**config.mk**
```make
export PLATFORM = sky130hd
export DESIGN_NAME = alu_status_flags
export DESIGN_NICKNAME = d
export VERILOG_FILES = /design/src/alu_status_pkg.sv /design/src/alu_core.sv /design/src/alu_status_flags.sv
export SDC_FILE = /design/constraint.sdc
export NUM_CORES = 1
export LEC_CHECK = 0
export BUFFER_PORTS_ARGS = -buffer_cell sky130_fd_sc_hd__buf_2
export CORE_MARGIN = 1
export CORE_UTILIZATION = 60
export CTS_CLUSTER_DIAMETER = 120
export CTS_CLUSTER_SIZE = 12
export DETAILED_ROUTE_END_ITERATION = 8
export GPL_ROUTABILITY_DRIVEN = 0
export GPL_TIMING_DRIVEN = 0
export PLACE_DENSITY_LB_ADDON = 0.25
export SLEW_MARGIN = 20
export SYNTH_ARGS = -nofsm -noshare
export SYNTH_HDL_FRONTEND = slang
export SYNTH_SLANG_ARGS = --single-unit
```
**constraint.sdc**
```tcl
create_clock -name i_clk_sys -period 10.2 [get_ports i_clk_sys]
set_clock_uncertainty 0.05 [all_clocks]
set_input_delay 1.53 -clock i_clk_sys [delete_from_list [all_inputs] [get_ports i_clk_sys]]
set_output_delay 1.53 -clock i_clk_sys [all_outputs]
set_load 0.01 [all_outputs]
```
**src/alu_status_pkg.sv**
```systemverilog
// package: constants, types and register map of the alu status block
package alu_status_pkg;

  // register offsets
  localparam logic [7:0] ALU_FLAGS_OFFSET = 8'h04;
  localparam logic [7:0] CPU_STATE_OFFSET = 8'h06;
  localparam logic [7:0] IRQ_STATUS_OFFSET = 8'h40;
  localparam logic [7:0] IRQ_MASK_OFFSET = 8'h41;

  // alu flag register field positions
  localparam int CARRY_BIT = 0;
  localparam int NIBBLE_BIT = 1;
  localparam int ZERO_BIT = 2;
  localparam int RANGE_BIT = 3;

  // cpu state register field positions
  localparam int DIP_BIT = 0;
  localparam int POWER_ON_BIT = 1;
  localparam int SLEEP_BIT = 2;
  localparam int EXPIRED_BIT = 3;
  localparam int GLOBAL_OFF_BIT = 4;
  localparam int STACK_ROOM_BIT = 5;

  // reset values and stack full limit
  localparam logic [3:0] MODE_RESET = 4'hf;
  localparam logic [3:0] STACK_FULL = 4'hf;
  localparam logic [3:0] STACK_EMPTY = 4'h0;

  // pointer step codes
  localparam logic [1:0] STEP_DEC = 2'h0;
  localparam logic [1:0] STEP_INC = 2'h1;

  // interrupt status event bits
  localparam int EV_EXPIRED = 0;
  localparam int EV_STACK = 1;
  localparam int EV_RANGE = 2;

  typedef enum logic [3:0] {
    OP_NONE, OP_ADD, OP_SUB, OP_AND, OP_OR, OP_XOR, OP_INC, OP_DEC,
    OP_CLEAR, OP_BIT_CLEAR, OP_BIT_SET, OP_SWAP, OP_MOVE, OP_PASS
  } alu_op_t;

  typedef struct packed {
    logic valid;
    alu_op_t op;
    logic imm_sel;
    logic single_on_file;
    logic dest_file;
    logic [7:0] file_addr;
    logic [7:0] file_data;
    logic [7:0] imm;
    logic [2:0] bit_sel;
  } instr_t;

  typedef struct packed {
    logic [7:0] value;
    logic carry;
    logic nibble;
    logic zero;
    logic range;
    logic touches_flags;
  } alu_result_t;

endpackage

```
**src/alu_core.sv**
```systemverilog
// file: combinational 8-bit alu with flag generation
`timescale 1ns/1ps
module alu_core
  import alu_status_pkg::*;
(
  input wire alu_op_t i_op, // operation
  input wire logic [7:0] i_acc, // accumulator
  input wire logic [7:0] i_other, // file register, immediate or accumulator
  input wire logic [2:0] i_bit_sel, // bit index
  input wire logic i_carry_in, // current carry
  output alu_result_t o_res // result with flags
);

  logic [8:0] wide;
  logic [4:0] low;
  logic [7:0] opa;
  logic [7:0] opb;

  // operand prep, subtraction adds the complement plus one
  always_comb begin
    opa = i_acc;
    opb = i_other;
    wide = 9'h000;
    low = 5'h00;
    o_res = '0;
    case (i_op)
      OP_ADD: begin
        wide = {1'b0, opa} + {1'b0, opb};
        low = {1'b0, opa[3:0]} + {1'b0, opb[3:0]};
        o_res.value = wide[7:0];
        o_res.carry = wide[8];
        o_res.nibble = low[4];
        o_res.range = (opa[7] == opb[7]) && (wide[7] != opa[7]);
        o_res.touches_flags = 1'b1;
      end
      OP_SUB: begin
        wide = {1'b0, opb} + {1'b0, ~opa} + 9'h001;
        low = {1'b0, opb[3:0]} + {1'b0, ~opa[3:0]} + 5'h01;
        o_res.value = wide[7:0];
        o_res.carry = wide[8];
        o_res.nibble = low[4];
        o_res.range = (opb[7] != opa[7]) && (wide[7] != opb[7]);
        o_res.touches_flags = 1'b1;
      end
      OP_AND: begin
        o_res.value = opa & opb;
        o_res.touches_flags = 1'b1;
      end
      OP_OR: begin
        o_res.value = opa | opb;
        o_res.touches_flags = 1'b1;
      end
      OP_XOR: begin
        o_res.value = opa ^ opb;
        o_res.touches_flags = 1'b1;
      end
      OP_INC: begin
        wide = {1'b0, opb} + 9'h001;
        low = {1'b0, opb[3:0]} + 5'h01;
        o_res.value = wide[7:0];
        o_res.carry = wide[8];
        o_res.nibble = low[4];
        o_res.range = (opb == 8'h7f);
        o_res.touches_flags = 1'b1;
      end
      OP_DEC: begin
        wide = {1'b0, opb} + 9'h0ff;
        low = {1'b0, opb[3:0]} + 5'h0f;
        o_res.value = wide[7:0];
        o_res.carry = wide[8];
        o_res.nibble = low[4];
        o_res.range = (opb == 8'h80);
        o_res.touches_flags = 1'b1;
      end
      OP_BIT_CLEAR: o_res.value = opb & ~(8'h01 << i_bit_sel);
      OP_BIT_SET: o_res.value = opb | (8'h01 << i_bit_sel);
      OP_SWAP: o_res.value = {opb[3:0], opb[7:4]};
      OP_MOVE: o_res.value = opa;
      OP_PASS: o_res.value = opb;
      default: o_res.value = 8'h00;
    endcase
    o_res.zero = (o_res.value == 8'h00);
    if (!o_res.touches_flags) begin
      o_res.carry = i_carry_in;
    end
  end

endmodule // alu_core

```
**src/alu_status_flags.sv**
```systemverilog
// file: alu flag, pointer mode and cpu state registers with interrupt logic
`timescale 1ns/1ps
module alu_status_flags
  import alu_status_pkg::*;
(
  input wire logic i_clk_sys, // instruction clock
  input wire logic i_rst_n, // synchronous reset, active low
  input wire logic i_por_event, // power-on reset happened
  input wire logic i_pin_reset, // external reset pin reset
  input wire logic i_wdt_reset, // watchdog reset
  input wire logic i_dip_reset, // brown-out reset
  input wire logic i_dip_detect_en, // supply dip detect enable
  input wire instr_t i_instr, // instruction from execution unit
  input wire logic i_sleep_exec, // sleep instruction executed
  input wire logic i_wdt_clear_exec, // watchdog clear executed
  input wire logic i_wdt_timeout, // watchdog time-out
  input wire logic i_stack_push, // stack push
  input wire logic i_stack_pop, // stack pop
  input wire logic i_ptr0_access, // indirect access via pointer 0
  input wire logic i_ptr1_access, // indirect access via pointer 1
  input wire logic [3:0] i_src_pending, // per-source pending
  input wire logic [3:0] i_src_enable, // per-source enables
  input wire logic [7:0] i_addr, // register address
  input wire logic [7:0] i_wdata, // register write data
  input wire logic i_wr, // write strobe
  input wire logic i_rd, // read strobe
  output logic [7:0] o_rdata, // read data, cycle after read
  output logic [7:0] o_result, // alu result
  output logic o_result_valid, // result strobe
  output logic [7:0] o_accumulator, // accumulator value
  output logic [7:0] o_ptr0, // indirect pointer 0
  output logic [7:0] o_ptr1, // indirect pointer 1
  output logic o_cpu_irq, // gated cpu interrupt request
  output logic o_irq // status event interrupt
);

  logic [7:0] alu_flags_reg, alu_flags_next;
  logic [5:0] cpu_state_reg, cpu_state_next;
  logic [3:0] stack_ptr_reg, stack_ptr_next;
  logic [7:0] acc_reg, acc_next;
  logic [7:0] ptr0_reg, ptr0_next;
  logic [7:0] ptr1_reg, ptr1_next;
  logic [7:0] result_reg, result_next;
  logic valid_reg, valid_next;
  logic [2:0] irq_status_reg, irq_status_next;
  logic [2:0] irq_mask_reg, irq_mask_next;
  logic [7:0] rdata_reg, rdata_next;
  logic [1:0] ptr1_step_mode;
  logic [1:0] ptr0_step_mode;
  logic single_op;
  logic [7:0] alu_other;
  logic flag_dest;
  logic cpu_dest;
  logic sw_wr_flags;
  logic sw_wr_cpu;
  logic stack_overflow;
  logic range_event;
  alu_result_t res;

  // pointer step function
  // codes above the increment code hold the pointer, which is the mode after reset
  function automatic logic [7:0] step_ptr(input logic [7:0] p, input logic [1:0] mode);
    if (mode == STEP_DEC) begin
      step_ptr = p - 8'h01;
    end else if (mode == STEP_INC) begin
      step_ptr = p + 8'h01;
    end else begin
      step_ptr = p;
    end
  endfunction

  ////////////////////////////////////////////////////////////////////////////
  // alu datapath

  assign ptr1_step_mode = alu_flags_reg[7:6];
  assign ptr0_step_mode = alu_flags_reg[5:4];

  // single operand on file or accumulator
  // increment and decrement work on the accumulator unless the file or the immediate is selected
  assign single_op = (i_instr.op == OP_INC) || (i_instr.op == OP_DEC);

  // second operand select
  // the immediate wins over any file operand, so literal forms never read the file bus
  assign alu_other = i_instr.imm_sel ? i_instr.imm :
    (single_op && !i_instr.single_on_file) ? acc_reg : i_instr.file_data;

  alu_core u_alu (
    .i_op(i_instr.op),
    .i_acc(acc_reg),
    .i_other(alu_other),
    .i_bit_sel(i_instr.bit_sel),
    .i_carry_in(alu_flags_reg[CARRY_BIT]),
    .o_res(res)
  );

  // instruction and software may hit one register in one cycle; the instruction wins for the alu flags, the software write for the cpu state
  assign flag_dest = i_instr.valid && i_instr.dest_file && (i_instr.file_addr == ALU_FLAGS_OFFSET);
  assign cpu_dest = i_instr.valid && i_instr.dest_file && (i_instr.file_addr == CPU_STATE_OFFSET);
  assign sw_wr_flags = i_wr && (i_addr == ALU_FLAGS_OFFSET);
  assign sw_wr_cpu = i_wr && (i_addr == CPU_STATE_OFFSET);
  // a push at full wraps the pointer to empty, which is the overflow
  assign stack_overflow = i_stack_push && (stack_ptr_reg == STACK_FULL);
  assign range_event = i_instr.valid && res.touches_flags && res.range;

  // alu flags, accumulator, pointers, result
  always_comb begin
    alu_flags_next = alu_flags_reg;
    acc_next = acc_reg;
    ptr0_next = ptr0_reg;
    ptr1_next = ptr1_reg;
    result_next = result_reg;
    valid_next = 1'b0;
    if (sw_wr_flags) begin
      alu_flags_next = i_wdata;
    end
    if (i_instr.valid) begin
      result_next = res.value;
      valid_next = 1'b1;
      if (i_instr.op == OP_CLEAR) begin
        result_next = 8'h00;
      end
      if (!i_instr.dest_file) begin
        acc_next = (i_instr.op == OP_CLEAR) ? 8'h00 : res.value;
      end else if (flag_dest) begin
        if (i_instr.op == OP_CLEAR) begin
          alu_flags_next[7:4] = 4'h0;
          alu_flags_next[ZERO_BIT] = 1'b1;
        end else if (res.touches_flags) begin
          alu_flags_next[7:4] = res.value[7:4];
        end else begin
          alu_flags_next = res.value;
        end
      end
      if (i_instr.op == OP_CLEAR && !flag_dest) begin
        alu_flags_next[ZERO_BIT] = 1'b1;
      end
      if (res.touches_flags) begin
        alu_flags_next[CARRY_BIT] = res.carry;
        alu_flags_next[NIBBLE_BIT] = res.nibble;
        alu_flags_next[ZERO_BIT] = res.zero;
        alu_flags_next[RANGE_BIT] = res.range;
      end
    end
    // modes come from the registered flags, so a mode write steers the next access, not this one
    if (i_ptr0_access) begin
      ptr0_next = step_ptr(ptr0_reg, ptr0_step_mode);
    end
    if (i_ptr1_access) begin
      ptr1_next = step_ptr(ptr1_reg, ptr1_step_mode);
    end
  end

  // modes reset to hold so pointers stay put until software picks a step
  always_ff @(posedge i_clk_sys) begin
    if (!i_rst_n) begin
      alu_flags_reg <= {MODE_RESET, 4'h0};
      acc_reg <= 8'h00;
      ptr0_reg <= 8'h00;
      ptr1_reg <= 8'h00;
      result_reg <= 8'h00;
      valid_reg <= 1'b0;
    end else begin
      alu_flags_reg <= alu_flags_next;
      acc_reg <= acc_next;
      ptr0_reg <= ptr0_next;
      ptr1_reg <= ptr1_next;
      result_reg <= result_next;
      valid_reg <= valid_next;
    end
  end

  ////////////////////////////////////////////////////////////////////////////
  // cpu state register and stack pointer

  // reset causes are sampled on the clock while reset is low, so the flags can tell them apart
  always_comb begin
    cpu_state_next = cpu_state_reg;
    stack_ptr_next = stack_ptr_reg;
    if (!i_rst_n) begin
      stack_ptr_next = STACK_EMPTY;
      cpu_state_next[STACK_ROOM_BIT] = 1'b1;
      cpu_state_next[GLOBAL_OFF_BIT] = 1'b1;
      if (i_por_event) begin
        cpu_state_next[POWER_ON_BIT] = 1'b0;
        // supply dip flag starts as no-dip, so it never reads unknown
        cpu_state_next[DIP_BIT] = 1'b1;
        cpu_state_next[EXPIRED_BIT] = 1'b1;
        cpu_state_next[SLEEP_BIT] = 1'b1;
      end
      // dip marker, left unchanged when detect off
      if (i_dip_reset && i_dip_detect_en) begin
        cpu_state_next[DIP_BIT] = 1'b0;
      end
      if (i_wdt_reset && !i_pin_reset && !i_por_event) begin
        cpu_state_next[EXPIRED_BIT] = 1'b0;
      end
    end else begin
      if (sw_wr_cpu) begin
        cpu_state_next[GLOBAL_OFF_BIT] = i_wdata[GLOBAL_OFF_BIT];
        cpu_state_next[POWER_ON_BIT] = i_wdata[POWER_ON_BIT];
        cpu_state_next[DIP_BIT] = i_wdata[DIP_BIT];
      end else if (cpu_dest) begin
        cpu_state_next[GLOBAL_OFF_BIT] = res.value[GLOBAL_OFF_BIT];
        cpu_state_next[POWER_ON_BIT] = res.value[POWER_ON_BIT];
        cpu_state_next[DIP_BIT] = res.value[DIP_BIT];
      end
      if (i_wdt_clear_exec) begin
        cpu_state_next[EXPIRED_BIT] = 1'b1;
        cpu_state_next[SLEEP_BIT] = 1'b1;
      end
      if (i_sleep_exec) begin
        cpu_state_next[EXPIRED_BIT] = 1'b1;
        cpu_state_next[SLEEP_BIT] = 1'b0;
      end
      // timeout is applied last so it wins over a same-cycle clear or sleep
      if (i_wdt_timeout) begin
        cpu_state_next[EXPIRED_BIT] = 1'b0;
      end
      // push wins over a same-cycle pop
      if (i_stack_push) begin
        stack_ptr_next = stack_ptr_reg + 4'h1;
      end else if (i_stack_pop) begin
        stack_ptr_next = stack_ptr_reg - 4'h1;
      end
      if (stack_overflow || (i_stack_push && stack_ptr_reg == STACK_FULL - 4'h1)) begin
        cpu_state_next[STACK_ROOM_BIT] = 1'b0;
      end
    end
  end

  // runs through reset so the cause flags are captured, constants at power-on
  always_ff @(posedge i_clk_sys) begin
    cpu_state_reg <= cpu_state_next;
    stack_ptr_reg <= stack_ptr_next;
  end

  ////////////////////////////////////////////////////////////////////////////
  // interrupts and register reads

  // single global bit
  // level, not latched: a source dropping its request drops the line at once
  assign o_cpu_irq = !cpu_state_reg[GLOBAL_OFF_BIT] && |(i_src_pending & i_src_enable);
  assign o_irq = |(irq_status_reg & irq_mask_reg);

  // events set sticky bits, set wins over write-one-to-clear
  always_comb begin
    irq_status_next = irq_status_reg;
    irq_mask_next = irq_mask_reg;
    rdata_next = 8'h00;
    if (i_wr && i_addr == IRQ_STATUS_OFFSET) begin
      irq_status_next = irq_status_reg & ~i_wdata[2:0];
    end
    if (i_wr && i_addr == IRQ_MASK_OFFSET) begin
      irq_mask_next = i_wdata[2:0];
    end
    irq_status_next[EV_EXPIRED] = irq_status_next[EV_EXPIRED] | i_wdt_timeout;
    irq_status_next[EV_STACK] = irq_status_next[EV_STACK] | stack_overflow;
    irq_status_next[EV_RANGE] = irq_status_next[EV_RANGE] | range_event;
    // unmapped reads return zero so software can probe the map safely
    if (i_rd) begin
      if (i_addr == ALU_FLAGS_OFFSET) begin
        rdata_next = alu_flags_reg;
      end else if (i_addr == CPU_STATE_OFFSET) begin
        rdata_next = {2'b00, cpu_state_reg};
      end else if (i_addr == IRQ_STATUS_OFFSET) begin
        rdata_next = {5'h00, irq_status_reg};
      end else if (i_addr == IRQ_MASK_OFFSET) begin
        rdata_next = {5'h00, irq_mask_reg};
      end else begin
        rdata_next = 8'h00;
      end
    end
  end

  // mask and status clear on reset so no stale event raises the interrupt
  always_ff @(posedge i_clk_sys) begin
    if (!i_rst_n) begin
      irq_status_reg <= 3'h0;
      irq_mask_reg <= 3'h0;
      rdata_reg <= 8'h00;
    end else begin
      irq_status_reg <= irq_status_next;
      irq_mask_reg <= irq_mask_next;
      rdata_reg <= rdata_next;
    end
  end

  // every data output is a plain register copy
  assign o_rdata = rdata_reg;
  assign o_result = result_reg;
  assign o_result_valid = valid_reg;
  assign o_accumulator = acc_reg;
  assign o_ptr0 = ptr0_reg;
  assign o_ptr1 = ptr1_reg;

endmodule // alu_status_flags

```
Yosys cells after proc, flatten, opt, wreduce, memory -nomap -nowiden
Cells that the tools add are included.
- add/sub/neg operators: 16
- multipliers: 0
- div/mod/pow operators: 0
- order comparisons: 0
- eq/ne operators: 32
- shift operators: 1
- mux-type cells: 41
- bitwise logic cells: 16
- reduce and logical (&&, ||, !) cells: 47
- operators by type and width (operator ; count):
    $mux 8 ; 12
    $pmux 8 s12 ; 1
    $eq 4x4->1 const B ; 8
    $eq 8x3->1 const B ; 4
    $mux 4 ; 7
    $eq 8x7->1 const B ; 3
    $logic_and 1x1->1 ; 19
    $add 8x8->9 ; 2
    $add 8x1->8 const B ; 2
    $and 8x8->8 ; 2
    $eq 4x3->1 const B ; 4
    $not 8->8 ; 2
    $or 8x8->8 ; 2
    $reduce_and 2->1 ; 8
    $sub 8x1->8 const B ; 2
    $add 4x4->5 ; 2
    $mux 1 ; 10
    $mux 2 ; 5
    $reduce_bool 2->1 ; 5
    $add 8x1->9 const B ; 1
    $add 8x8->9 const B ; 1
    $add 9x1->9 const B ; 1
    $mux 3 ; 3
    $eq 4x2->1 const B ; 2
    31 further kinds ; 45
- bits in registers: 65
- latch bits: 0
- bits in writable memories: 0
- bits in read-only memories: 0
- input port bits: 75
- output and inout port bits: 43
- logic and storage cells: 169
- memories kept: 0

Logic depth before layout (Yosys ltp)
Gate-level depths: netlist of run 1.
- depth in word-level cells: 15
- mapped depth: 17
- mapped depth without buffers: 15

Modules after synthesis
Synthesis of run 1 repeated with hierarchy kept, for this count alone.
- cell total of the unflattened synthesis: 787
- area total of the unflattened synthesis: 6095.8 µm²
- modules (own cells, without submodules) (module ; instances ; cells an instance ; area an instance (µm²) ; seq. area each (µm²)):
    alu_status_flags ; 1 ; 454 ; 3828.7 ; 1341.3
    alu_core ; 1 ; 333 ; 2267.2 ; 0.0

Worst setup path after synthesis of run 1
Ideal clock, no wire load.
- kind: input port to flip-flop
- start: input port i_instr[28] in the netlist's numbering
- end: register alu_flags_reg[2]
- library setup time: 0.060 ns
- arrival: 4.693 ns
- required time: 10.090 ns
- setup slack: 5.398 ns
- cell stages on the path: 17
- path buffers: 2
- cells stage by stage: and4bb_1 -> buf_6 -> mux2i_1 -> o21a_1 -> buf_2 -> inv_2 -> ha_1 -> inv_1 -> fa_1 -> nor3_1 -> nor3_1 -> o31ai_1 -> xnor2_1 -> a2111oi_0 -> o211a_1 -> and3_1 -> a41o_1
- longest elaborated chain between the ends: 14
- elaborated cells between the ends (all ways): 23
- those cells by class: 5 x add/sub; 10 x mux; 5 x bitwise; 3 x reduce/logical
- RTL lines (element ; line ; text):
    start: declaration ; alu_status_flags.sv:13 ; input wire instr_t i_instr,
    $logic_not 1->1 (*) ; alu_status_flags.sv:85 ; (single_op && !i_instr.single_on_file) ? acc_reg : i_instr.file_data;
    $logic_and 1x1->1 (*) ; alu_status_flags.sv:85 ;
    $mux 8 (*) ; alu_status_flags.sv:85 ;
    $mux 8 (*) ; alu_status_flags.sv:84 ; assign alu_other = i_instr.imm_sel ? i_instr.imm :
    $add 8x8->9 ; alu_core.sv:37 ; wide = {1'b0, opb} + {1'b0, ~opa} + 9'h001;
    $add 9x1->9 ; alu_core.sv:37 ;
    $pmux 8 s12 (*) ; alu_core.sv:26 ; case (i_op)
    $mux 4 ; alu_status_flags.sv:128 ; end else if (res.touches_flags) begin
    $mux 1 ; alu_status_flags.sv:125 ; if (i_instr.op == OP_CLEAR) begin
    $mux 8 ; alu_status_flags.sv:124 ; end else if (flag_dest) begin
    $mux 8 ; alu_status_flags.sv:122 ; if (!i_instr.dest_file) begin
    $mux 1 ; alu_status_flags.sv:134 ; if (i_instr.op == OP_CLEAR && !flag_dest) begin
    $mux 4 (*) ; alu_status_flags.sv:137 ; if (res.touches_flags) begin
    $mux 8 (*) ; alu_status_flags.sv:116 ; if (i_instr.valid) begin
    end signal: assignment ; alu_status_flags.sv:156 ; alu_flags_reg <= {MODE_RESET, 4'h0};
    end signal: assignment ; alu_status_flags.sv:163 ; alu_flags_reg <= alu_flags_next;
    end: declaration ; alu_status_flags.sv:37 ; logic [7:0] alu_flags_reg, alu_flags_next;
Mark *: on every way between the ends. The rest lies on a longest branch, timed or not.
A chain may end at the register's enable or synchronous reset.

Worst setup path after layout of run 1
- start: input port i_instr[33] in the netlist's numbering
- end: register alu_flags_reg[2]
- longest elaborated chain between the ends: 15
- elaborated cells between the ends (all ways): 39
- those cells by class: 5 x add/sub; 13 x eq/ne; 11 x mux; 5 x bitwise; 5 x reduce/logical
- RTL lines (element ; line ; text):
    $eq 4x3->1 ; alu_core.sv:26, alu_status_flags.sv:80 ;
    $logic_or 1x1->1 ; alu_status_flags.sv:80 ; assign single_op = (i_instr.op == OP_INC) || (i_instr.op == OP_DEC);
    $logic_and 1x1->1 ; alu_status_flags.sv:85 ;
    $mux 8 ; alu_status_flags.sv:85 ;
    $mux 8 ; alu_status_flags.sv:84 ;
    $add 8x8->9 ; alu_core.sv:37 ;
    $add 9x1->9 ; alu_core.sv:37 ;
    $pmux 8 s12 ; alu_core.sv:26 ;
    $mux 4 ; alu_status_flags.sv:128 ;
    $mux 1 ; alu_status_flags.sv:125 ;
    $mux 8 ; alu_status_flags.sv:124 ;
    $mux 8 ; alu_status_flags.sv:122 ;
    $mux 1 ; alu_status_flags.sv:134 ;
    $mux 4 (*) ; alu_status_flags.sv:137 ;
    $mux 8 (*) ; alu_status_flags.sv:116 ;
Marks and branches as above.

==> metrics.md, run 1 <==
| Metric | Value |
|---|---|
| Yosys warning total | 0 |
| Worst path slowest cell | a2111oi_0 |
| Syn Area/Cell | about 7.6 sq um |
| Maximum buffer depth of the clock tree | 2 |
| Largest stage delay, worst path | 0.65 ns |
| Internal Power | between 0.4 and 0.5 mW |
| Drt drc | 0 |
| Commonest non-fill, non-tap cell in the layout | buf_2 |
| Ports | roughly 120 |
| Hold_ws | about 0.42 ns |
| WP data arrival | around 5.9 ns |
| Row count | 35 |
| Routed Antenna Nets | 0 |
| WP data required | 10.44 ns |
| Post-Layout Cell Count | ~1000 |
| DIE AREA | around 10000 sq um |
| Fraction of layout cells with a size suffix above 1 | 0.178 |
| CTS root buffer | clkbuf_8 |
| CTS resizes | 0 |
| Layout net count | around 1000 |
| Worst r2r src | o_accumulator[0] |
| Synthesized area | 5770 sq um |
| Hold Path Class | reg2reg |
| Pwr Total | around 0.74 mW |
| Crit start category | input pin |
| Pwr Density | around 110 nW/um^2 |
| CP top delay family | compound AO/OA/AOI/OAI gates |
| Worst vdd ir | slightly below 70 uV |
| Fin. max-slew vios | 0 |
| Hold Crit Start | o_ptr1[3] |
| Initial antenna violation count | 0 |
| First-pass GRT wire length | 30.0 mm |
| Post-Place Cell Area | 6510 sq um |
| Comb power frac | 0.289 |
| WP buf/inv | 5 |
| Post-synth EDFFs | 4 |
| Setup violators final | 0 |
| Total setup buffers inserted after CTS | 0 |
| Clock power frac | 0.333 |
| Initial detailed-routing violation count | between 800 and 900 |
| Die height | 100 um |
| Area Overhead vs Synth | 16.6% |
| Max frequency | ~180 MHz |
| Tmin final | ~5.7 ns |
| Remaining Overflow, GRT | 0 |
| Flop pwr share | 0.378 |
| IO Port Bufs | 114 |
| Cells along the critical path | buf_2, and4bb_1, buf_6, mux2i_1, o21a_1, buf_2, inv_2, ha_1, inv_1, fa_1, nor3_1, nor3_1, o31ai_1, xnor2_1, a2111oi_0, o211a_1, and3_1, a41o_1 |
| Initial Util | 0.621 |
| Most frequent cells in the layout | buf_2 (121), nor2_1 (76), nand2_1 (71), a21oi_1 (63), dfxtp_1 (61) |
| Seq/Total Area, Yosys | 0.232 |
| Slew HR | 0.317 |
| CP endpoint kind | flip-flop |
| Worst Path Max Fanout | 12 |
| Worst Setup SP | i_instr[33] |
| Final Cell Area | between 6000 and 7000 sq um |
| Status | completed |
| FILL cells | 743 |
| Asr flop ratio synth | 0 |
| Vias per cell | between 6 and 7 |
| Most used DFF post-synth | dfxtp_1 |
| RSZ-0062 raised after global routing | false |
| CTS tree | built |
| Worst-Margin Slew | 1.02 ns |
| Final Hold Fails | 0 |
| Detailed Route WL | 18.7 mm |
| Synth Instances | 760 |
| Number of vias in the routed layout | 6644 |
| Core area | about 9300 sq um |
| Period utilization | 0.557 |
| Clock slew at reported path FFs | roughly 0.08 ns |
| Placed Cells | around 1000 |
| Total CTS buffers | 9 |
| Post-DP HPWL | ~14 mm |
| TritonCTS sink count | 65 |
| Post-CTS Hold Buffers | 0 |
| Vias in the first global route | 6402 |
| DR WL/cell | 18.3 um |
| First-pass DRT Iterations | 6 |
| Die Span X | 100 um |
| Sw power | around 0.26 mW |
| Setup CP Type | in2reg |
| Setup tns final | 0 ns |
| Max-cap violations | 0 |
| Overall routing resource usage | 0.375 |
| N_diodes | 0 |
| Sw Ratio | 0.344 |
| Pin count of the biggest net entering global routing | 13 |
| CTS H-tree depth | 3 |
| Post-synth cell types | slightly below 80 |
| Register bit total from synthesis | between 60 and 70 |
| Worst skew pair latency | 0.35 ns |
| Static Leakage | 2.85 nW |
| Mapped Nets | just under 900 |
## cell usage after synthesis, drive strengths merged, types with 5 or more instances
cell type | instances | area share
a211oi | 24 | 0.031
a21o | 8 | 0.010
a21oi | 63 | 0.055
a221oi | 8 | 0.013
a22oi | 7 | 0.0091
a31oi | 6 | 0.0065
buf | 10 | 0.0093
clkbuf | 40 | 0.026
dfxtp | 61 | 0.21
fa | 5 | 0.017
ha | 37 | 0.080
inv | 43 | 0.028
mux2i | 28 | 0.049
nand2 | 71 | 0.046
nand2b | 15 | 0.016
nand3 | 17 | 0.015
nand3b | 5 | 0.0065
nand4 | 8 | 0.0087
nor2 | 76 | 0.049
nor2b | 13 | 0.014
nor3 | 32 | 0.028
nor4 | 8 | 0.012
nor4b | 7 | 0.011
nor4bb | 5 | 0.0087
o21a | 10 | 0.013
o21ai | 32 | 0.030
o2bb2ai | 5 | 0.0076
o31ai | 6 | 0.0078
or3 | 6 | 0.0065
xnor2 | 18 | 0.027
xor2 | 8 | 0.012
## logic make-up (layout without fill, tap and decap cells)
family                     Yosys count  count (layout)  synth area share
and+or+nand+nor                    291             291             0.262
AOI/OAI and AO/OA                  212             212             0.250
buffers and inverters               93             223            0.0638
DFF                                 65              65             0.232
adders and majority gates           43              43            0.0993
muxes                               30              30            0.0525
xor gates and xnor gates            26              26            0.0395
## metrics by stage
step                      utilization  worst slack (ns)
after floorplan                     -              5.40
after global placement          0.700              4.49
after detailed placement        0.701              4.38
after CTS                       0.724              4.69
after global routing            0.724              4.24
final                           0.724              4.52
## tightest hold or removal path, cell delays in order (launching register included)
cell and delay, ns:
dfxtp_1 0.32, nand2_1 0.06, a21oi_1 0.05
## power by group through the flow
| stage | clock network [mW] | registers (mW) | logic, mW |
|---|---|---|---|
| after floorplan | 0 | 0.283 | 0.138 |
| after global placement | 0 | 0.284 | 0.196 |
| after detailed placement | 0 | 0.285 | 0.205 |
| after CTS | 0.248 | 0.279 | 0.207 |
| after global routing | 0.261 | 0.281 | 0.231 |
| final | 0.247 | 0.280 | 0.214 |
## final timing paths
check	slack, ns	depth (start not counted)	end
hold / removal	0.42	2	o_ptr1[3]
setup reg to reg	5.73	15	alu_flags_reg[2]
hold reg to reg	0.42	2	o_ptr1[3]
setup / recovery	4.52	18	alu_flags_reg[2]
## cell type report
class                   instances  area, sq um  area share
clock inverters                 6         90.1      0.0134
repair buffers                114          571      0.0848
well taps                     129          161      0.0240
clock buffers                  10          128      0.0190
flip-flops and latches         65         1340       0.199
inverters                      43          164      0.0244
plain buffers                  50          204      0.0303
multi-input cells             602         4070       0.605
## metal layers
layer	up-vias	wire (um)	track usage
met5	-	0	0
met4	0	713	0.174
met3	93	1970	0.0891
met2	429	8840	0.634
met1	3083	7150	0.450
li1	3039	-	-
Power figures use the tool's default switching activity.
==> inputs of run 2 (changes only) <==
--- a/config.mk
+++ b/config.mk
@@ -7,7 +7,7 @@
 export LEC_CHECK = 0
 export BUFFER_PORTS_ARGS = -buffer_cell sky130_fd_sc_hd__buf_2
 export CORE_MARGIN = 1
-export CORE_UTILIZATION = 60
+export CORE_UTILIZATION = 57
 export CTS_CLUSTER_DIAMETER = 120
 export CTS_CLUSTER_SIZE = 12
 export DETAILED_ROUTE_END_ITERATION = 8
==> constraint.sdc (replaced) <==
create_clock -name i_clk_sys -period 5.6 [get_ports i_clk_sys]
set_clock_uncertainty 0.05 [all_clocks]
set_input_delay 0.84 -clock i_clk_sys [delete_from_list [all_inputs] [get_ports i_clk_sys]]
set_output_delay 0.84 -clock i_clk_sys [all_outputs]
set_load 0.01 [all_outputs]
==> run 2 against run 1 <==
Compared with the run above: die area rose by 5.2%; critical endpoint unchanged; largest power group unchanged; combinational power rose by 81%; via count fell by 2.2%; setup slack got worse by 3.9 ns; cell area fell by 0.61%; count of clock-buffer cells in the layout rose by 1; clock power rose by 46%; global-route usage fell by 2.9 points; sequential cell count did not move; highest routed layer unchanged; cell count rose by 0.29%; worst hold slack improved by 0.00073 ns.
==> metrics.md, run 2 (same netlist as run 1, synthesis figures left out) <==
| Metric | Value |
|---|---|
| Status | completed |
| Initial detailed-routing violation count | 623 (-23%) |
| CP endpoint kind | flip-flop |
| Die height | 103 um (+2.5%) |
| Area of the multi-input gates | 4070 sq um (unchanged) |
| Drt drc | 0 (unchanged) |
| Die Span X | 103 um (+2.5%) |
| Row count | 36 (+2.9%) |
| Worst path slowest cell | a2111oi_0 |
| Internal Power | 0.804 mW (+65%) |
| Post-CTS Hold Buffers | 0 (unchanged) |
| Dpl ws | 0.527 ns (-3.85 ns) |
| Most frequent cells in the layout | buf_2 (121), nor2_1 (76), nand2_1 (71), a21oi_1 (63), dfxtp_1 (61) |
| Pwr Total | 1.26 mW (+70%) |
| IO Port Bufs | 114 (unchanged) |
| Commonest non-fill, non-tap cell in the layout | buf_2 |
| Initial antenna violation count | 0 (unchanged) |
| RSZ-0062 raised after global routing | false |
| Tmin final | 4.97 ns |
| Pwr Density | 188 nW/um^2 (+71%) |
| Worst Setup SP | i_instr[33] |
| Setup CP Type | in2reg |
| Fraction of layout cells with a size suffix above 1 | 0.178 (+0.000200) |
| N_diodes | 0 (unchanged) |
| Comb power frac | 0.309 (+0.020) |
| CP top delay family | compound AO/OA/AOI/OAI gates |
| Overall routing resource usage | 0.346 (-0.0293) |
| Setup tns final | 0 ns (unchanged) |
| First-pass DRT Iterations | 5 (-1) |
| Number of vias in the routed layout | 6499 (-2.2%) |
| Clock slew at reported path FFs | 0.08 ns (about the same) |
| CTS root buffer | clkbuf_8 |
| Vias per cell | 6.36 (-2.5%) |
| DIE AREA | 10500 sq um (+5.2%) |
| Area Overhead vs Synth | 15.9% |
| WP buf/inv | 5 (unchanged) |
| Flop pwr share | 0.405 (+0.027) |
| Remaining Overflow, GRT | 0 (unchanged) |
| WP data required | 5.84 ns (-4.60 ns) |
| FF+latch area | 1340 sq um (unchanged) |
| CTS tree | built |
| Post-DP HPWL | 13.8 mm (-1.6%) |
| Hold Path Class | reg2reg |
| Largest stage delay, worst path | 0.69 ns (+0.04 ns) |
| Post-Place Cell Area | 6510 sq um (about the same) |
| Maximum buffer depth of the clock tree | 2 (unchanged) |
| TritonCTS sink count | 65 (unchanged) |
| Worst skew pair latency | 0.35 ns (about the same) |
| First-pass GRT wire length | 28.4 mm (-5.5%) |
| Layout net count | 1002 (unchanged) |
| Static Leakage | 2.83 nW (-0.83%) |
| Cells along the critical path | buf_2, and4bb_1, buf_6, mux2i_1, o21a_1, buf_2, inv_2, ha_1, inv_1, fa_1, nor3_1, nor3_1, o31ai_1, xnor2_1, a2111oi_0, o211a_1, and3_1, a41o_1 |
| Core area | 9770 sq um (+5.3%) |
| Worst Path Max Fanout | 12 (unchanged) |
| Clock power frac | 0.286 (-0.047) |
| Final Hold Fails | 0 (unchanged) |
| Routed Antenna Nets | 0 (unchanged) |
| Vias in the first global route | 5930 (-7.4%) |
| Worst reg-to-reg setup slack | 1.13 ns (-4.60 ns) |
| Pin count of the biggest net entering global routing | 13 (unchanged) |
| Hold Crit Start | o_ptr1[3] |
| CTS resizes | 0 (unchanged) |
| Total CTS buffers | 9 (unchanged) |
| Final core utilization | 0.684 (-0.0406) |
| Final Cell Area | 6680 sq um (-0.61%) |
| Worst r2r src | o_accumulator[0] |
| Ports | 118 (unchanged) |
| Total setup buffers inserted after CTS | 0 (unchanged) |
| Worst-Margin Slew | 1.02 ns (+0.00537 ns) |
| Worst Slack Setup Final | 0.632 ns (-3.89 ns) |
| Detailed Route WL | 18.2 mm (-2.4%) |
| Sw Ratio | 0.361 (+0.0167) |
| DR WL/cell | 17.8 um (-2.7%) |
| Slew HR | 0.313 (-0.00360) |
| Sw power | 0.454 mW (+78%) |
| Initial Util | 0.590 (-0.0312) |
| Period utilization | 0.887 |
| Max frequency | approximately 200 MHz |
| FILL cells | 837 (+13%) |
| WP data arrival | 5.21 ns (-0.71 ns) |
| CTS H-tree depth | 3 (unchanged) |
| Setup violators final | 0 (unchanged) |
| Worst vdd ir | 112 uV (+65%) |
| Max-cap violations | 0 (unchanged) |
| Crit start category | input pin |
| Fin. max-slew vios | 0 (unchanged) |
-- run 2: cell type report --
| class | instances | share of cell area |
|---|---|---|
| Sequential cell | 65 | 0.201 |
| Clock inverter | 4 | 0.00449 |
| Inverter | 43 | 0.0245 |
| Clock buffer | 11 | 0.0212 |
| Multi-Input combinational cell | 602 | 0.608 |
| Timing Repair Buffer | 114 | 0.0854 |
| Tap cell | 133 | 0.0249 |
| Buffer | 50 | 0.0305 |
-- run 2: worst paths after layout --
check,endpoint,cells past startpoint
setup reg to reg,alu_flags_reg[2],15
hold reg to reg,o_ptr1[3],2
hold / removal,o_ptr1[3],2
setup / recovery,alu_flags_reg[2],18
-- run 2: worst min-delay path, stage by stage (launching register included) --
cell	delay [ns]
dfxtp_1	0.32
nand2_1	0.05
a21oi_1	0.05
-- run 2: per-stage QoR --
stage / instances / hold WS (ns)
floorplan: 760 / 0.391
global placement: 1007 / 0.403
detailed placement: 1007 / 0.418
CTS: 1022 / 0.429
global route: 1022 / 0.452
finish: 1022 / 0.424
-- run 2: layer usage --
metal | up-vias | share of wire | GRT usage
met5 | - | 0 | 0
li1 | 3026 | - | -
met4 | 0 | 0.032 | 0.155
met3 | 74 | 0.089 | 0.0786
met1 | 3036 | 0.41 | 0.440
met2 | 363 | 0.47 | 0.556
-- run 2: power by group through the flow --
| stage | sequential [mW] | clock (mW) | combinational, mW |
|---|---|---|---|
| after detailed placement | 0.519 | 0 | 0.373 |
| after CTS | 0.508 | 0.361 | 0.375 |
| after global routing | 0.511 | 0.385 | 0.420 |
| after global placement | 0.518 | 0 | 0.358 |
| final | 0.509 | 0.360 | 0.388 |
| after floorplan | 0.515 | 0 | 0.251 |
